==> src/hdl/epw_map.svh <==
`ifndef EPW_MAP_SVH
`define EPW_MAP_SVH

// Register byte offsets on the Avalon-MM slave, one aligned word each.
`define EPW_OFF_TIMEBASE   5'h00
`define EPW_OFF_PERIOD     5'h04
`define EPW_OFF_TB_CTRL    5'h08
`define EPW_OFF_DUTY_LOW   5'h0C
`define EPW_OFF_DUTY_ACT   5'h10
`define EPW_OFF_ENH_CTRL   5'h14
`define EPW_OFF_STATUS     5'h18

// Field positions.
`define EPW_TB_ON_BIT      2
`define EPW_TB_CKPS_LSB    0
`define EPW_TB_POST_LSB    3
`define EPW_EC_CFG_LSB     6
`define EPW_EC_DLSB_LSB    4
`define EPW_EC_MODE_LSB    0
`define EPW_ST_MATCH_BIT   0
`define EPW_ST_POST_BIT    1

// Reset values.
`define EPW_RST_BYTE       8'h00
`define EPW_RST_TB_CTRL    7'h00
`define EPW_RST_PERIOD     8'hFF

// Mode codes of the enhanced control register.
`define EPW_MODE_OFF       4'h0
`define EPW_MODE_RSV1      4'h1
`define EPW_MODE_TOGGLE    4'h2
`define EPW_MODE_RSV3      4'h3
`define EPW_MODE_CAP_FALL  4'h4
`define EPW_MODE_CAP_RISE  4'h5
`define EPW_MODE_CAP_4TH   4'h6
`define EPW_MODE_CAP_16TH  4'h7
`define EPW_MODE_CMP_SET   4'h8
`define EPW_MODE_CMP_CLR   4'h9
`define EPW_MODE_CMP_SWI   4'hA
`define EPW_MODE_CMP_SPEC  4'hB

// Output configurations in PWM mode.
`define EPW_CFG_SINGLE     2'h0
`define EPW_CFG_FULL_FWD   2'h1
`define EPW_CFG_HALF       2'h2
`define EPW_CFG_FULL_REV   2'h3

// Last value of the prescaler counter: four oscillator phases times 1, 4 or 16; then of the capture edge counter.
`define EPW_PSC_LIM_1      6'h03
`define EPW_PSC_LIM_4      6'h0F
`define EPW_PSC_LIM_16     6'h3F
`define EPW_CAP_LIM_4TH    4'h3
`define EPW_CAP_LIM_16TH   4'hF

`endif

==> src/hdl/epw_pkg.sv <==
package epw_pkg;

  typedef enum logic [1:0] {
    EPW_IDLE = 2'b01,
    EPW_ACK  = 2'b10
  } epw_bus_e;

  typedef struct packed {
    logic [3:0] level;
    logic [3:0] own;
  } epw_pins_s;

  typedef struct packed {
    epw_bus_e   bus;
    logic       waitreq;
    logic [7:0] rdata;
    logic [7:0] tmr;
    logic [7:0] pr;
    logic [6:0] tcon;
    logic [7:0] dlow;
    logic [7:0] dact;
    logic [1:0] dlsb;
    logic [7:0] econ;
    logic [1:0] cfg_act;
    logic [1:0] pol_act;
    logic [5:0] psc;
    logic [3:0] post;
    logic       pwm_lvl;
    logic       cmp_lvl;
    logic [1:0] flags;
    logic       cap_s1;
    logic       cap_s2;
    logic       cap_prev;
    logic [3:0] cap_cnt;
    epw_pins_s  pins;
    logic       tmr_rst;
    logic       adc_trig;
    logic       cap_evt;
  } epw_state_s;

endpackage

==> src/hdl/epw_core.sv <==
// The Avalon-MM slave port and the register addresses were decided locally.
`timescale 1ns/100ps
`include "epw_map.svh"
// How it works
// - Period comes from a written period register compared against the timebase counter.
// - Tick after count equals period: clear counter, set output unless duty zero, load duty.
// - Postscaler never shapes the period; it only raises a slower event flag.
// - Duty is ten bits: low-byte register above control bits five and four.
// - Duty writes apply at next period match; active duty byte read-only in PWM.
// - Active byte plus a two-bit latch double-buffer the duty, so no glitches.
// - Output drops when buffered duty equals count extended by two-bit sub-count.
// - Duty beyond the period never drops the output in that period.
// - Outside PWM, configuration bits ignored; first pin compare, others port pins.
// - Config 00 modulates first pin only; 10 modulates first and second pins.
// - Full-bridge forward modulates fourth pin; reverse modulates second, as configured.
// - Control bits five and four are duty bits only in PWM mode.
// - Mode 0000 turns the unit off and resets it; 0001 and 0011 reserved.
// - Compare modes: 0010 toggles, 1000 sets, 1001 clears; last two raise flag.
// - Capture on falling, rising, every fourth or every sixteenth rising edge.
// - Mode 1010 raises only the flag; the pin returns to port control.
// - Mode 1011 match resets the external timer, sets flag, starts a conversion.
// - Codes 1100 to 1111 are PWM; bits one and zero invert pin pairs.
// - Clearing the control register forces the output latch low.
module epw_core (
  input  wire logic        mclk,
  input  wire logic        reset,
  input  wire logic        ce,
  input  wire logic [4:0]  avs_address,
  input  wire logic        avs_read,
  input  wire logic        avs_write,
  input  wire logic [31:0] avs_writedata,
  input  wire logic [3:0]  avs_byteenable,
  output logic      [31:0] avs_readdata,
  output logic             avs_waitrequest,
  input  wire logic        cmp_match,
  input  wire logic        capture_pin,
  output logic      [3:0]  pwm_out,
  output logic      [3:0]  pin_owned,
  output logic             timer_reset,
  output logic             adc_trigger,
  output logic             capture_event
);

  epw_pkg::epw_state_s s_q;
  epw_pkg::epw_state_s s_d;

  logic [3:0] mode;
  logic       pwm_mode;
  logic       ton;
  logic       tick;
  logic       boundary;
  logic [1:0] sub;
  logic [9:0] duty_buf;
  logic [9:0] duty_new;
  logic       duty_hit;
  logic       cap_rise;
  logic       cap_fall;

  function automatic logic is_pwm(input logic [3:0] m);
    is_pwm = (m[3:2] == 2'b11);
  endfunction

  function automatic logic [5:0] psc_limit(input logic [1:0] ckps);
    case (ckps)
      2'b00:   psc_limit = `EPW_PSC_LIM_1;
      2'b01:   psc_limit = `EPW_PSC_LIM_4;
      default: psc_limit = `EPW_PSC_LIM_16;
    endcase
  endfunction

  // The sub-count is the oscillator phase at prescale 1, otherwise prescaler bits.
  function automatic logic [1:0] sub_count(input logic [5:0] p, input logic [1:0] ckps);
    case (ckps)
      2'b00:   sub_count = p[1:0];
      2'b01:   sub_count = p[3:2];
      default: sub_count = p[5:4];
    endcase
  endfunction

  function automatic logic is_off(input logic [3:0] m);
    is_off = (m == `EPW_MODE_OFF) || (m == `EPW_MODE_RSV1) || (m == `EPW_MODE_RSV3);
  endfunction

  assign mode     = s_q.econ[`EPW_EC_MODE_LSB +: 4];
  assign pwm_mode = is_pwm(mode);
  assign ton      = s_q.tcon[`EPW_TB_ON_BIT];
  assign tick     = ton && (s_q.psc == psc_limit(s_q.tcon[`EPW_TB_CKPS_LSB +: 2]));
  assign boundary = tick && (s_q.tmr == s_q.pr);
  assign sub      = sub_count(s_q.psc, s_q.tcon[`EPW_TB_CKPS_LSB +: 2]);
  assign duty_buf = {s_q.dact, s_q.dlsb};
  assign duty_new = {s_q.dlow, s_q.econ[`EPW_EC_DLSB_LSB +: 2]};
  assign duty_hit = ton && ({s_q.tmr, sub} == duty_buf);
  assign cap_rise = s_q.cap_s2 && !s_q.cap_prev;
  assign cap_fall = !s_q.cap_s2 && s_q.cap_prev;

  always_comb begin
    logic [1:0] set_f;
    logic [1:0] clr_f;
    logic [7:0] wbyte;
    logic [3:0] lvl;
    logic [3:0] own;
    set_f = 2'b00;
    clr_f = 2'b00;
    wbyte = avs_writedata[7:0];
    lvl   = 4'h0;
    own   = 4'h0;
    s_d   = s_q;
    if (ce) begin
      s_d.tmr_rst  = 1'b0;
      s_d.adc_trig = 1'b0;
      s_d.cap_evt  = 1'b0;
      s_d.cap_s1   = capture_pin;
      s_d.cap_s2   = s_q.cap_s1;
      s_d.cap_prev = s_q.cap_s2;

      // Timebase: prescaler, counter and period boundary.
      if (ton) begin
        s_d.psc = tick ? 6'h00 : 6'(s_q.psc + 6'h01);
      end
      if (pwm_mode && duty_hit) begin
        s_d.pwm_lvl = 1'b0;
      end
      if (boundary) begin
        s_d.tmr     = 8'h00;
        s_d.dact    = s_q.dlow;
        s_d.dlsb    = s_q.econ[`EPW_EC_DLSB_LSB +: 2];
        s_d.cfg_act = s_q.econ[`EPW_EC_CFG_LSB +: 2];
        s_d.pol_act = s_q.econ[1:0];
        s_d.pwm_lvl = pwm_mode && (duty_new != 10'h000);
        // The postscaler only counts boundaries and never touches the counter.
        if (s_q.post == s_q.tcon[`EPW_TB_POST_LSB +: 4]) begin
          s_d.post = 4'h0;
          set_f[`EPW_ST_POST_BIT] = 1'b1;
        end else begin
          s_d.post = 4'(s_q.post + 4'h1);
        end
      end else if (tick) begin
        s_d.tmr = 8'(s_q.tmr + 8'h01);
      end

      // Compare actions on a match from the external sixteen-bit timer.
      if (cmp_match) begin
        case (mode)
          `EPW_MODE_TOGGLE: begin
            s_d.cmp_lvl = !s_q.cmp_lvl;
          end
          `EPW_MODE_CMP_SET: begin
            s_d.cmp_lvl = 1'b1;
            set_f[`EPW_ST_MATCH_BIT] = 1'b1;
          end
          `EPW_MODE_CMP_CLR: begin
            s_d.cmp_lvl = 1'b0;
            set_f[`EPW_ST_MATCH_BIT] = 1'b1;
          end
          `EPW_MODE_CMP_SWI: begin
            set_f[`EPW_ST_MATCH_BIT] = 1'b1;
          end
          `EPW_MODE_CMP_SPEC: begin
            set_f[`EPW_ST_MATCH_BIT] = 1'b1;
            s_d.tmr_rst  = 1'b1;
            s_d.adc_trig = 1'b1;
          end
          default: begin
          end
        endcase
      end

      // Capture edge selection and edge prescaling.
      case (mode)
        `EPW_MODE_CAP_FALL: begin
          s_d.cap_evt = cap_fall;
        end
        `EPW_MODE_CAP_RISE: begin
          s_d.cap_evt = cap_rise;
        end
        `EPW_MODE_CAP_4TH, `EPW_MODE_CAP_16TH: begin
          if (cap_rise) begin
            if (s_q.cap_cnt == ((mode == `EPW_MODE_CAP_4TH) ? `EPW_CAP_LIM_4TH
                                                             : `EPW_CAP_LIM_16TH)) begin
              s_d.cap_cnt = 4'h0;
              s_d.cap_evt = 1'b1;
            end else begin
              s_d.cap_cnt = 4'(s_q.cap_cnt + 4'h1);
            end
          end
        end
        default: begin
          s_d.cap_cnt = 4'h0;
        end
      endcase
      if (s_d.cap_evt) begin
        set_f[`EPW_ST_MATCH_BIT] = 1'b1;
      end

      // Pin steering; a duty match masks the level in its own cycle, so high time is exact.
      if (pwm_mode) begin
        case (s_q.cfg_act)
          `EPW_CFG_SINGLE: begin
            lvl = {3'b000, s_q.pwm_lvl && !duty_hit};
            own = 4'b0001;
          end
          `EPW_CFG_HALF: begin
            lvl = {2'b00, !(s_q.pwm_lvl && !duty_hit), s_q.pwm_lvl && !duty_hit};
            own = 4'b0011;
          end
          `EPW_CFG_FULL_FWD: begin
            lvl = {s_q.pwm_lvl && !duty_hit, 2'b00, 1'b1};
            own = 4'b1111;
          end
          default: begin
            lvl = {1'b0, 1'b1, s_q.pwm_lvl && !duty_hit, 1'b0};
            own = 4'b1111;
          end
        endcase
        for (int i = 0; i < 4; i++) begin
          lvl[i] = lvl[i] ^ s_q.pol_act[(i % 2 == 0) ? 1 : 0];
        end
      end else if (mode == `EPW_MODE_TOGGLE || mode == `EPW_MODE_CMP_SET ||
                   mode == `EPW_MODE_CMP_CLR || mode == `EPW_MODE_CMP_SPEC) begin
        lvl = {3'b000, s_q.cmp_lvl};
        own = 4'b0001;
      end
      s_d.pins.level = lvl;
      s_d.pins.own   = own;

      // Avalon-MM slave: take a request in idle, answer one cycle later.
      case (s_q.bus)
        epw_pkg::EPW_IDLE: begin
          if (avs_read || avs_write) begin
            s_d.bus     = epw_pkg::EPW_ACK;
            s_d.waitreq = 1'b0;
            case (avs_address)
              `EPW_OFF_TIMEBASE: s_d.rdata = s_q.tmr;
              `EPW_OFF_PERIOD:   s_d.rdata = s_q.pr;
              `EPW_OFF_TB_CTRL:  s_d.rdata = {1'b0, s_q.tcon};
              `EPW_OFF_DUTY_LOW: s_d.rdata = s_q.dlow;
              `EPW_OFF_DUTY_ACT: s_d.rdata = s_q.dact;
              `EPW_OFF_ENH_CTRL: s_d.rdata = s_q.econ;
              `EPW_OFF_STATUS:   s_d.rdata = {6'h00, s_q.flags};
              default:           s_d.rdata = 8'h00;
            endcase
          end
        end
        epw_pkg::EPW_ACK: begin
          s_d.bus     = epw_pkg::EPW_IDLE;
          s_d.waitreq = 1'b1;
          if (avs_write && avs_byteenable[0]) begin
            case (avs_address)
              `EPW_OFF_TIMEBASE: begin
                s_d.tmr = wbyte;
                s_d.psc = 6'h00;
              end
              `EPW_OFF_PERIOD: begin
                s_d.pr = wbyte;
              end
              `EPW_OFF_TB_CTRL: begin
                s_d.tcon = wbyte[6:0];
              end
              `EPW_OFF_DUTY_LOW: begin
                s_d.dlow = wbyte;
              end
              `EPW_OFF_DUTY_ACT: begin
                if (!pwm_mode) begin
                  s_d.dact = wbyte;
                end
              end
              `EPW_OFF_ENH_CTRL: begin
                s_d.econ = wbyte;
                case (wbyte[3:0])
                  `EPW_MODE_CMP_SET: s_d.cmp_lvl = 1'b0;
                  `EPW_MODE_CMP_CLR: s_d.cmp_lvl = 1'b1;
                  default: begin
                    if (is_off(wbyte[3:0])) begin
                      s_d.cmp_lvl = 1'b0;
                      s_d.pwm_lvl = 1'b0;
                      s_d.cap_cnt = 4'h0;
                    end
                  end
                endcase
              end
              `EPW_OFF_STATUS: begin
                clr_f = wbyte[1:0];
              end
              default: begin
              end
            endcase
          end
        end
        default: begin
          s_d.bus     = epw_pkg::EPW_IDLE;
          s_d.waitreq = 1'b1;
        end
      endcase
      // A flag event in the same cycle as its clear is kept.
      s_d.flags = (s_q.flags & ~clr_f) | set_f;
    end
  end

  always_ff @(posedge mclk or posedge reset) begin
    if (reset) begin
      s_q         <= '0;
      s_q.bus     <= epw_pkg::EPW_IDLE;
      s_q.waitreq <= 1'b1;
      s_q.pr      <= `EPW_RST_PERIOD;
      s_q.tcon    <= `EPW_RST_TB_CTRL;
      s_q.econ    <= `EPW_RST_BYTE;
    end else begin
      s_q <= s_d;
    end
  end

  assign avs_readdata    = {24'h000000, s_q.rdata};
  assign avs_waitrequest = s_q.waitreq;
  assign pwm_out         = s_q.pins.level;
  assign pin_owned       = s_q.pins.own;
  assign timer_reset     = s_q.tmr_rst;
  assign adc_trigger     = s_q.adc_trig;
  assign capture_event   = s_q.cap_evt;

  property p_wrap;
    @(posedge mclk) disable iff (reset)
      ce && boundary |=> s_q.tmr == 8'h00;
  endproperty
  a_wrap: assert property (p_wrap) else $error("counter not cleared at period match");

  property p_load;
    @(posedge mclk) disable iff (reset)
      ce && boundary |=> s_q.dact == $past(s_q.dlow) && s_q.pwm_lvl == $past(pwm_mode &&
                          duty_new != 10'h000);
  endproperty
  a_load: assert property (p_load) else $error("duty not loaded or output not set");

  property p_hold;
    @(posedge mclk) disable iff (reset)
      ce && pwm_mode && !boundary |=> $stable(s_q.dact) && $stable(s_q.dlsb);
  endproperty
  a_hold: assert property (p_hold) else $error("active duty changed mid-period");

  property p_drop;
    @(posedge mclk) disable iff (reset)
      ce && pwm_mode && duty_hit && !boundary |=> !s_q.pwm_lvl ##1 (!ce || !s_q.pins.level[0]
                          || s_q.pol_act[1] || s_q.cfg_act != `EPW_CFG_SINGLE);
  endproperty
  a_drop: assert property (p_drop) else $error("output not dropped at duty match");

  property p_nonpwm;
    @(posedge mclk) disable iff (reset)
      ce && !pwm_mode |=> s_q.pins.own[3:1] == 3'b000;
  endproperty
  a_nonpwm: assert property (p_nonpwm) else $error("extra pins claimed outside PWM");

  property p_single;
    @(posedge mclk) disable iff (reset)
      ce && pwm_mode && s_q.cfg_act == `EPW_CFG_SINGLE |=> s_q.pins.own == 4'b0001;
  endproperty
  a_single: assert property (p_single) else $error("single output steering wrong");

  property p_fwd;
    @(posedge mclk) disable iff (reset)
      ce && pwm_mode && s_q.cfg_act == `EPW_CFG_FULL_FWD |=> s_q.pins.own == 4'b1111 &&
        s_q.pins.level[0] == !$past(s_q.pol_act[1]) && s_q.pins.level[1] == $past(s_q.pol_act[0]);
  endproperty
  a_fwd: assert property (p_fwd) else $error("forward bridge levels wrong");

  property p_swi;
    @(posedge mclk) disable iff (reset)
      ce && mode == `EPW_MODE_CMP_SWI && cmp_match |=> s_q.flags[0] && s_q.pins.own == 4'h0;
  endproperty
  a_swi: assert property (p_swi) else $error("software interrupt mode wrong");

  property p_spec;
    @(posedge mclk) disable iff (reset)
      ce && mode == `EPW_MODE_CMP_SPEC && cmp_match |=> timer_reset && adc_trigger && s_q.flags[0]
        ##1 (!ce || !timer_reset);
  endproperty
  a_spec: assert property (p_spec) else $error("special event trigger wrong");

  property p_off;
    @(posedge mclk) disable iff (reset)
      ce && is_off(mode) [*2] |=> pin_owned == 4'h0 && pwm_out == 4'h0 && !s_q.cmp_lvl;
  endproperty
  a_off: assert property (p_off) else $error("off mode still drives pins");

  property p_cmpset;
    @(posedge mclk) disable iff (reset)
      ce && mode == `EPW_MODE_CMP_SET && cmp_match |=> s_q.cmp_lvl && s_q.flags[0];
  endproperty
  a_cmpset: assert property (p_cmpset) else $error("compare set mode wrong");

  property p_caprise;
    @(posedge mclk) disable iff (reset)
      ce && mode == `EPW_MODE_CAP_RISE && cap_rise |=> capture_event;
  endproperty
  a_caprise: assert property (p_caprise) else $error("rising capture missed");

endmodule

==> config.mk <==
export PLATFORM = sky130hd
export DESIGN_NAME = epw_core
export DESIGN_NICKNAME = d
export VERILOG_FILES = /design/src/hdl/epw_pkg.sv /design/src/hdl/epw_core.sv
export VERILOG_INCLUDE_DIRS = /design/src /design/src/hdl
export SDC_FILE = /design/constraint.sdc
export NUM_CORES = 1
export LEC_CHECK = 0
export BUFFER_PORTS_ARGS = -buffer_cell sky130_fd_sc_hd__buf_2
export CORE_MARGIN = 2
export CORE_UTILIZATION = 45
export DETAILED_ROUTE_END_ITERATION = 12
export PLACE_DENSITY = 0.67
export SLEW_MARGIN = 20
export SYNTH_ARGS = -nofsm -noshare
export SYNTH_HDL_FRONTEND = slang
export SYNTH_SLANG_ARGS = --single-unit
export TNS_END_PERCENT = 20
==> constraint.sdc <==
create_clock -name mclk -period 3.8 [get_ports mclk]
set_clock_uncertainty 0.1 [all_clocks]
set_input_delay 0.76 -clock mclk [delete_from_list [all_inputs] [get_ports mclk]]
set_output_delay 0.76 -clock mclk [all_outputs]
set_load 0.03 [all_outputs]
### Word-level counts from Yosys, hierarchy flattened

Index checks and enable logic that the tools add are counted.

* logic and storage cells: 170
* output and inout bits: 44
* flip-flop bits (word level): 96

* reductions and logical operators: 36
* equality and inequality tests: 31
* $add $sub $neg: 4
* multiplexer cells: 66
* bitwise gates (word level): 7

Operators with widths (number)
* $mux W39: 2
* $mux W8: 7
* $pmux W8 S7: 1
* $mux W4: 13
* $mux W6: 5
* $eq A4 B4 Y1 const B: 6
* $mux W2: 10
* $eq A4 B3 Y1 const B: 4
* $mux W1: 16
* $pmux W4 S2: 2
* $reduce_and A4 Y1: 4
* $eq A5 B5 Y1 const B: 3
* $pmux W4 S3: 1
* $pmux W6 S2: 1
* $mux W11: 1
* $eq A10 B10 Y1: 1
* $eq A5 B4 Y1 const B: 2
* $mux W10: 1
* $reduce_bool A10 Y1: 1
* $logic_and A1 B1 Y1: 9
* $add A4 B1 Y4 const B: 2
* $add A8 B1 Y8 const B: 1
* $eq A4 B2 Y1 const B: 2
* $eq A4 B4 Y1: 2
* other kinds (26): 47

### Depth between registers and ports, before layout

* word-level depth: 12
* gate-level depth with buffers: 9

### Worst setup path before layout

OpenSTA, ideal clock, no wires.

* kind: input to register
* start point: input port avs_address[4]
* end point: register s_q[78] in the netlist's numbering
* path slack: 1.333 ns
* setup time: 0.121 ns
* arrival time: 2.246 ns
* cell stages on the path: 8
* path buffers: 3
* path through: or3_1 -> buf_2 -> nor3_4 -> and2_1 -> buf_4 -> buf_4 -> o21ai_0 -> a22o_1

* longest elaborated chain between the ends: 4

RTL lines
* start, declared: RTL line epw_core.sv:28 `input wire logic [4:0] avs_address,`
* $logic_not A5 Y1: RTL line epw_core.sv:248 `case (avs_address)`
* $mux W8: RTL line epw_core.sv:248
* $mux W39: RTL line epw_core.sv:247 `if (avs_write && avs_byteenable[0]) begin`
* $mux W39: RTL line epw_core.sv:227 `case (s_q.bus)`
* end, declared: RTL line epw_core.sv:44 `epw_pkg::epw_state_s s_q;`

No other way between the ends.
A chain may end at the register's enable or synchronous reset.

### Final worst setup path

* start point: input port avs_address[4]
* end point: register s_q[31] in the netlist's numbering

* longest elaborated chain between the ends: 4

RTL lines (RTL line)
* $logic_not A5 Y1: epw_core.sv:248
* $mux W6: epw_core.sv:248
* $mux W6: epw_core.sv:247
* $mux W6: epw_core.sv:227

No other way between the ends.

==> results.py <==
metrics = {
    "critical_path": {
        "crit_chain": "buf_2, or3_1, nor3_4, buf_4, and2_1, buf_4, nor3_1, o21ai_0, o41ai_1",
        "cp_top_family": "simple AND/OR/NAND/NOR gates",
        "cp.buffers_inverters": 3,
        "worstSetupEndpointType": "flop",
        "cp.arrival_ns": 2.83,
        "cp.required_ns": 3.94,
        "crit_top_cell": "buf_4",
        "reg2reg_from": "s_q[82]",
        "slowest_delay_ns": 0.54,
        "setup.worst_path.start": "avs_address[4]",
        "start_kind": "input pin",
        "crit_type": "input pin to flop",
        "cp_max_fo": 15,
        "crit_slowest_cell": "or3_1",
    },
    "clock_tree": {
        "cts_buffer_depth": 2,
        "cts_resized": 0,
        "cts_setup_buffers": 0,
        "clk_latency_ns": 0.36,
        "ctsHoldBuffers": 0,
        "path_clk_slew_ns": 0.07,
        "cts-root-buf": "clkbuf_16",
        "clock_sinks": 93,
        "cts_buffers": 9,
        "cts_tree": "yes",
        "htreeDepth": 3,
    },
    "final_layout": {
        "layoutNonFillerInstCount": 713,
        "num-nets-final": 613,
        "drive_above_1_share_pct": 21.73,
        "area.sequential_sq_um": 2338,
        "n_fill_cell": 1086,
        "antenna_cells": 0,
        "area_growth_syn_to_layout_pct": 7.509,
        "multiInputGateArea_sq_um": 2716,
    },
    "placed_design": {
        "dp_hpwl_mm": 9.477,
        "dp.cells": 697,
        "place.port_buffers": 40,
        "place_ws_ns": 0.7606,
        "place.gp.congestion": 0.9341,
    },
    "sta": {
        "fin_tns_setup_ns": 0,
        "setup_ws_ns": 1.105,
        "hold_viol_final": 0,
        "period_minus_slack_ns": 2.695,
        "setup_viol_count_final": 0,
        "holdWs_ns": 0.3720,
        "slew_headroom_pct": 41.62,
        "final_max_slew_viol_count": 0,
        "tightest_slew_ns": 0.8747,
        "final.period_utilization_pct": 70.93,
        "rsz0062_at_grt": "false",
        "fmax_ghz": 0.3710,
    },
    "detailed_routing": {
        "vias": 4302,
        "drt_iter0_markers": 395,
        "vias_per_cell": 6.034,
        "drtPass1Iterations": 6,
        "wl_per_cell_um": 18.91,
        "postRouteAntennaNets": 0,
        "drc": 0,
        "totalWireLength_mm": 13.48,
    },
    "synth": {
        "ys.warnings.count": 0,
        "ys_top_cells_by_area": "dfrtp_1 38%, mux2_2 8.0%, buf_4 5.9%, dfstp_2 4.3%, o21ai_0 3.4%",
        "syn_inst": 555,
        "yosysSeqAreaShare_pct": 42.79,
        "synth_top_area_cell": "dfrtp_1",
        "synthTopCellsByCount": "84 x dfrtp_1, 48 x nand2_1, 43 x buf_4, 39 x mux2_2, 37 x o21ai_0",
        "avgSynthCellArea_sq_um": 9.847,
        "ys.flop_type": "dfrtp_1",
        "yosysMostFrequentCell": "dfrtp_1",
        "synth_edf_count": 0,
        "synth-async-reset-ratio_pct": 100.0,
        "syn_area_sq_um": 5465,
        "netlist.area_leader.share_pct": 38.46,
        "ys_types": 67,
        "ys_ff_latch": 93,
    },
    "floorplan": {
        "row_count": 40,
        "die_y_um": 114.2,
        "io_pins": 92,
        "initial_utilization_pct": 45.88,
        "core-area_sq_um": 11910,
        "dieArea_sq_um": 13040,
        "die_x_um": 114.2,
    },
    "status": {
        "status": "finished, final reports clean",
    },
    "grt": {
        "grt_overflow": 0,
        "grt_pass1_vias": 4000,
        "busiest_layer": "met2",
        "track_usage_pct": 21.06,
        "antenna_found_initial": 0,
        "grtUsageMet2_pct": 33.65,
        "grt_max_degree": 49,
        "grt_first_pass_wirelength_mm": 21.34,
        "met1_usage_pct": 28.59,
        "met3_usage_pct": 4.976,
    },
    "flow_run": {
        "drv_cap": 0,
    },
    "worst_hold_path": {
        "worstHoldStart": "avs_readdata[7]",
        "hold_class": "flop to flop",
    },
    "power": {
        "irDropWorstVdd_mv": 0.3229,
        "leakage_nw": 2.607,
        "power_density_nw_per_um2": 393.0,
    },
}
flip-flops by register name (all words and copies together), names as in the netlist:
name and cells:
duty_buf 10, pin_owned 3, timer_reset 1, avs_readdata 8
s_q 52, duty_new 10, pwm_out 4, mode 4
capture_event 1
path summary, 6_finish.rpt:
kind	slack [ns]	endpoint	cells past startpoint
max reg2reg	1.22	pwm_out[0]	6
min reg2reg	0.37	avs_readdata[7]	1
min in group asynchronous	0.46	s_q[29]	2
max in group asynchronous	2.37	s_q[94]	3
min	0.37	avs_readdata[7]	1
max	1.10	s_q[31]	9
final cells by class:
cell class	instances	share of cell area [%]
Multi-Input combinational cell	400	46.23
Sequential cell	93	39.80
Timing Repair Buffer	47	4.514
Clock buffer	11	3.961
Tap cell	147	3.130
Clock inverter	5	1.704
Inverter	10	0.6601
routing by layer:
layer	routed length, um	part of all wire, %
met1	5813	43
met2	6516	48
met3	914	6.8
met4	239	1.8
met5	0	0
stage by stage:
stage | total power, W | cell area (sq um) | utilization, %
detailed placement | 0.001307 | 5543 | 46.53
global route | 0.002385 | 5876 | 49.33
CTS | 0.002319 | 5876 | 49.33
finish | 0.002309 | 5876 | 49.33
floorplan | 0.001260 | 5552 | -
global placement | 0.001299 | 5543 | 46.53
cell usage in the layout, fill, tap and decap left out, drive strengths merged, types with 4 or more instances in the layout:
cell type	instances
dfrtp	84
a31oi	5
xnor2	15
nor2	21
o21ai	38
xor2	10
a22oi	8
a21oi	14
ha	4
dfstp	9
nand3	15
o22ai	11
a21o	8
buf	47
nand2	49
mux2	39
inv	9
conb	24
nor3	18
a22o	14
mux2i	7
nor3b	6
nor2b	11
a2bb2oi	8
clkbuf	11
o41ai	4
nor4	7
and3	6
nand4	12
power by group:
group / switching (W) / internal [W]
sequential: 0.0000403 / 0.00103
clock: 0.000377 / 0.000641
combinational: 0.000154 / 0.0000697
total: 0.000571 / 0.00174
worst reg2reg max path, cell delays in order, from the launching register on:
cell and delay (ns):
dfrtp_1 0.49, xor2_1 0.19, nor4_1 0.37, nand4_1 0.24
o31ai_1 0.66, xor2_1 0.13, o311ai_0 0.30
cell families after synthesis:
family | count (synthesis) | synth area share (%)
compound gates | 140 | 18.27
buf+inv | 85 | 9.089
other cells | 1 | 0.06862
simple gates | 161 | 15.55
flops | 93 | 42.79
fa+ha+maj | 4 | 0.9158
mux | 46 | 9.318
xor+xnor | 25 | 4.006
(Power assumes the default switching activity.)
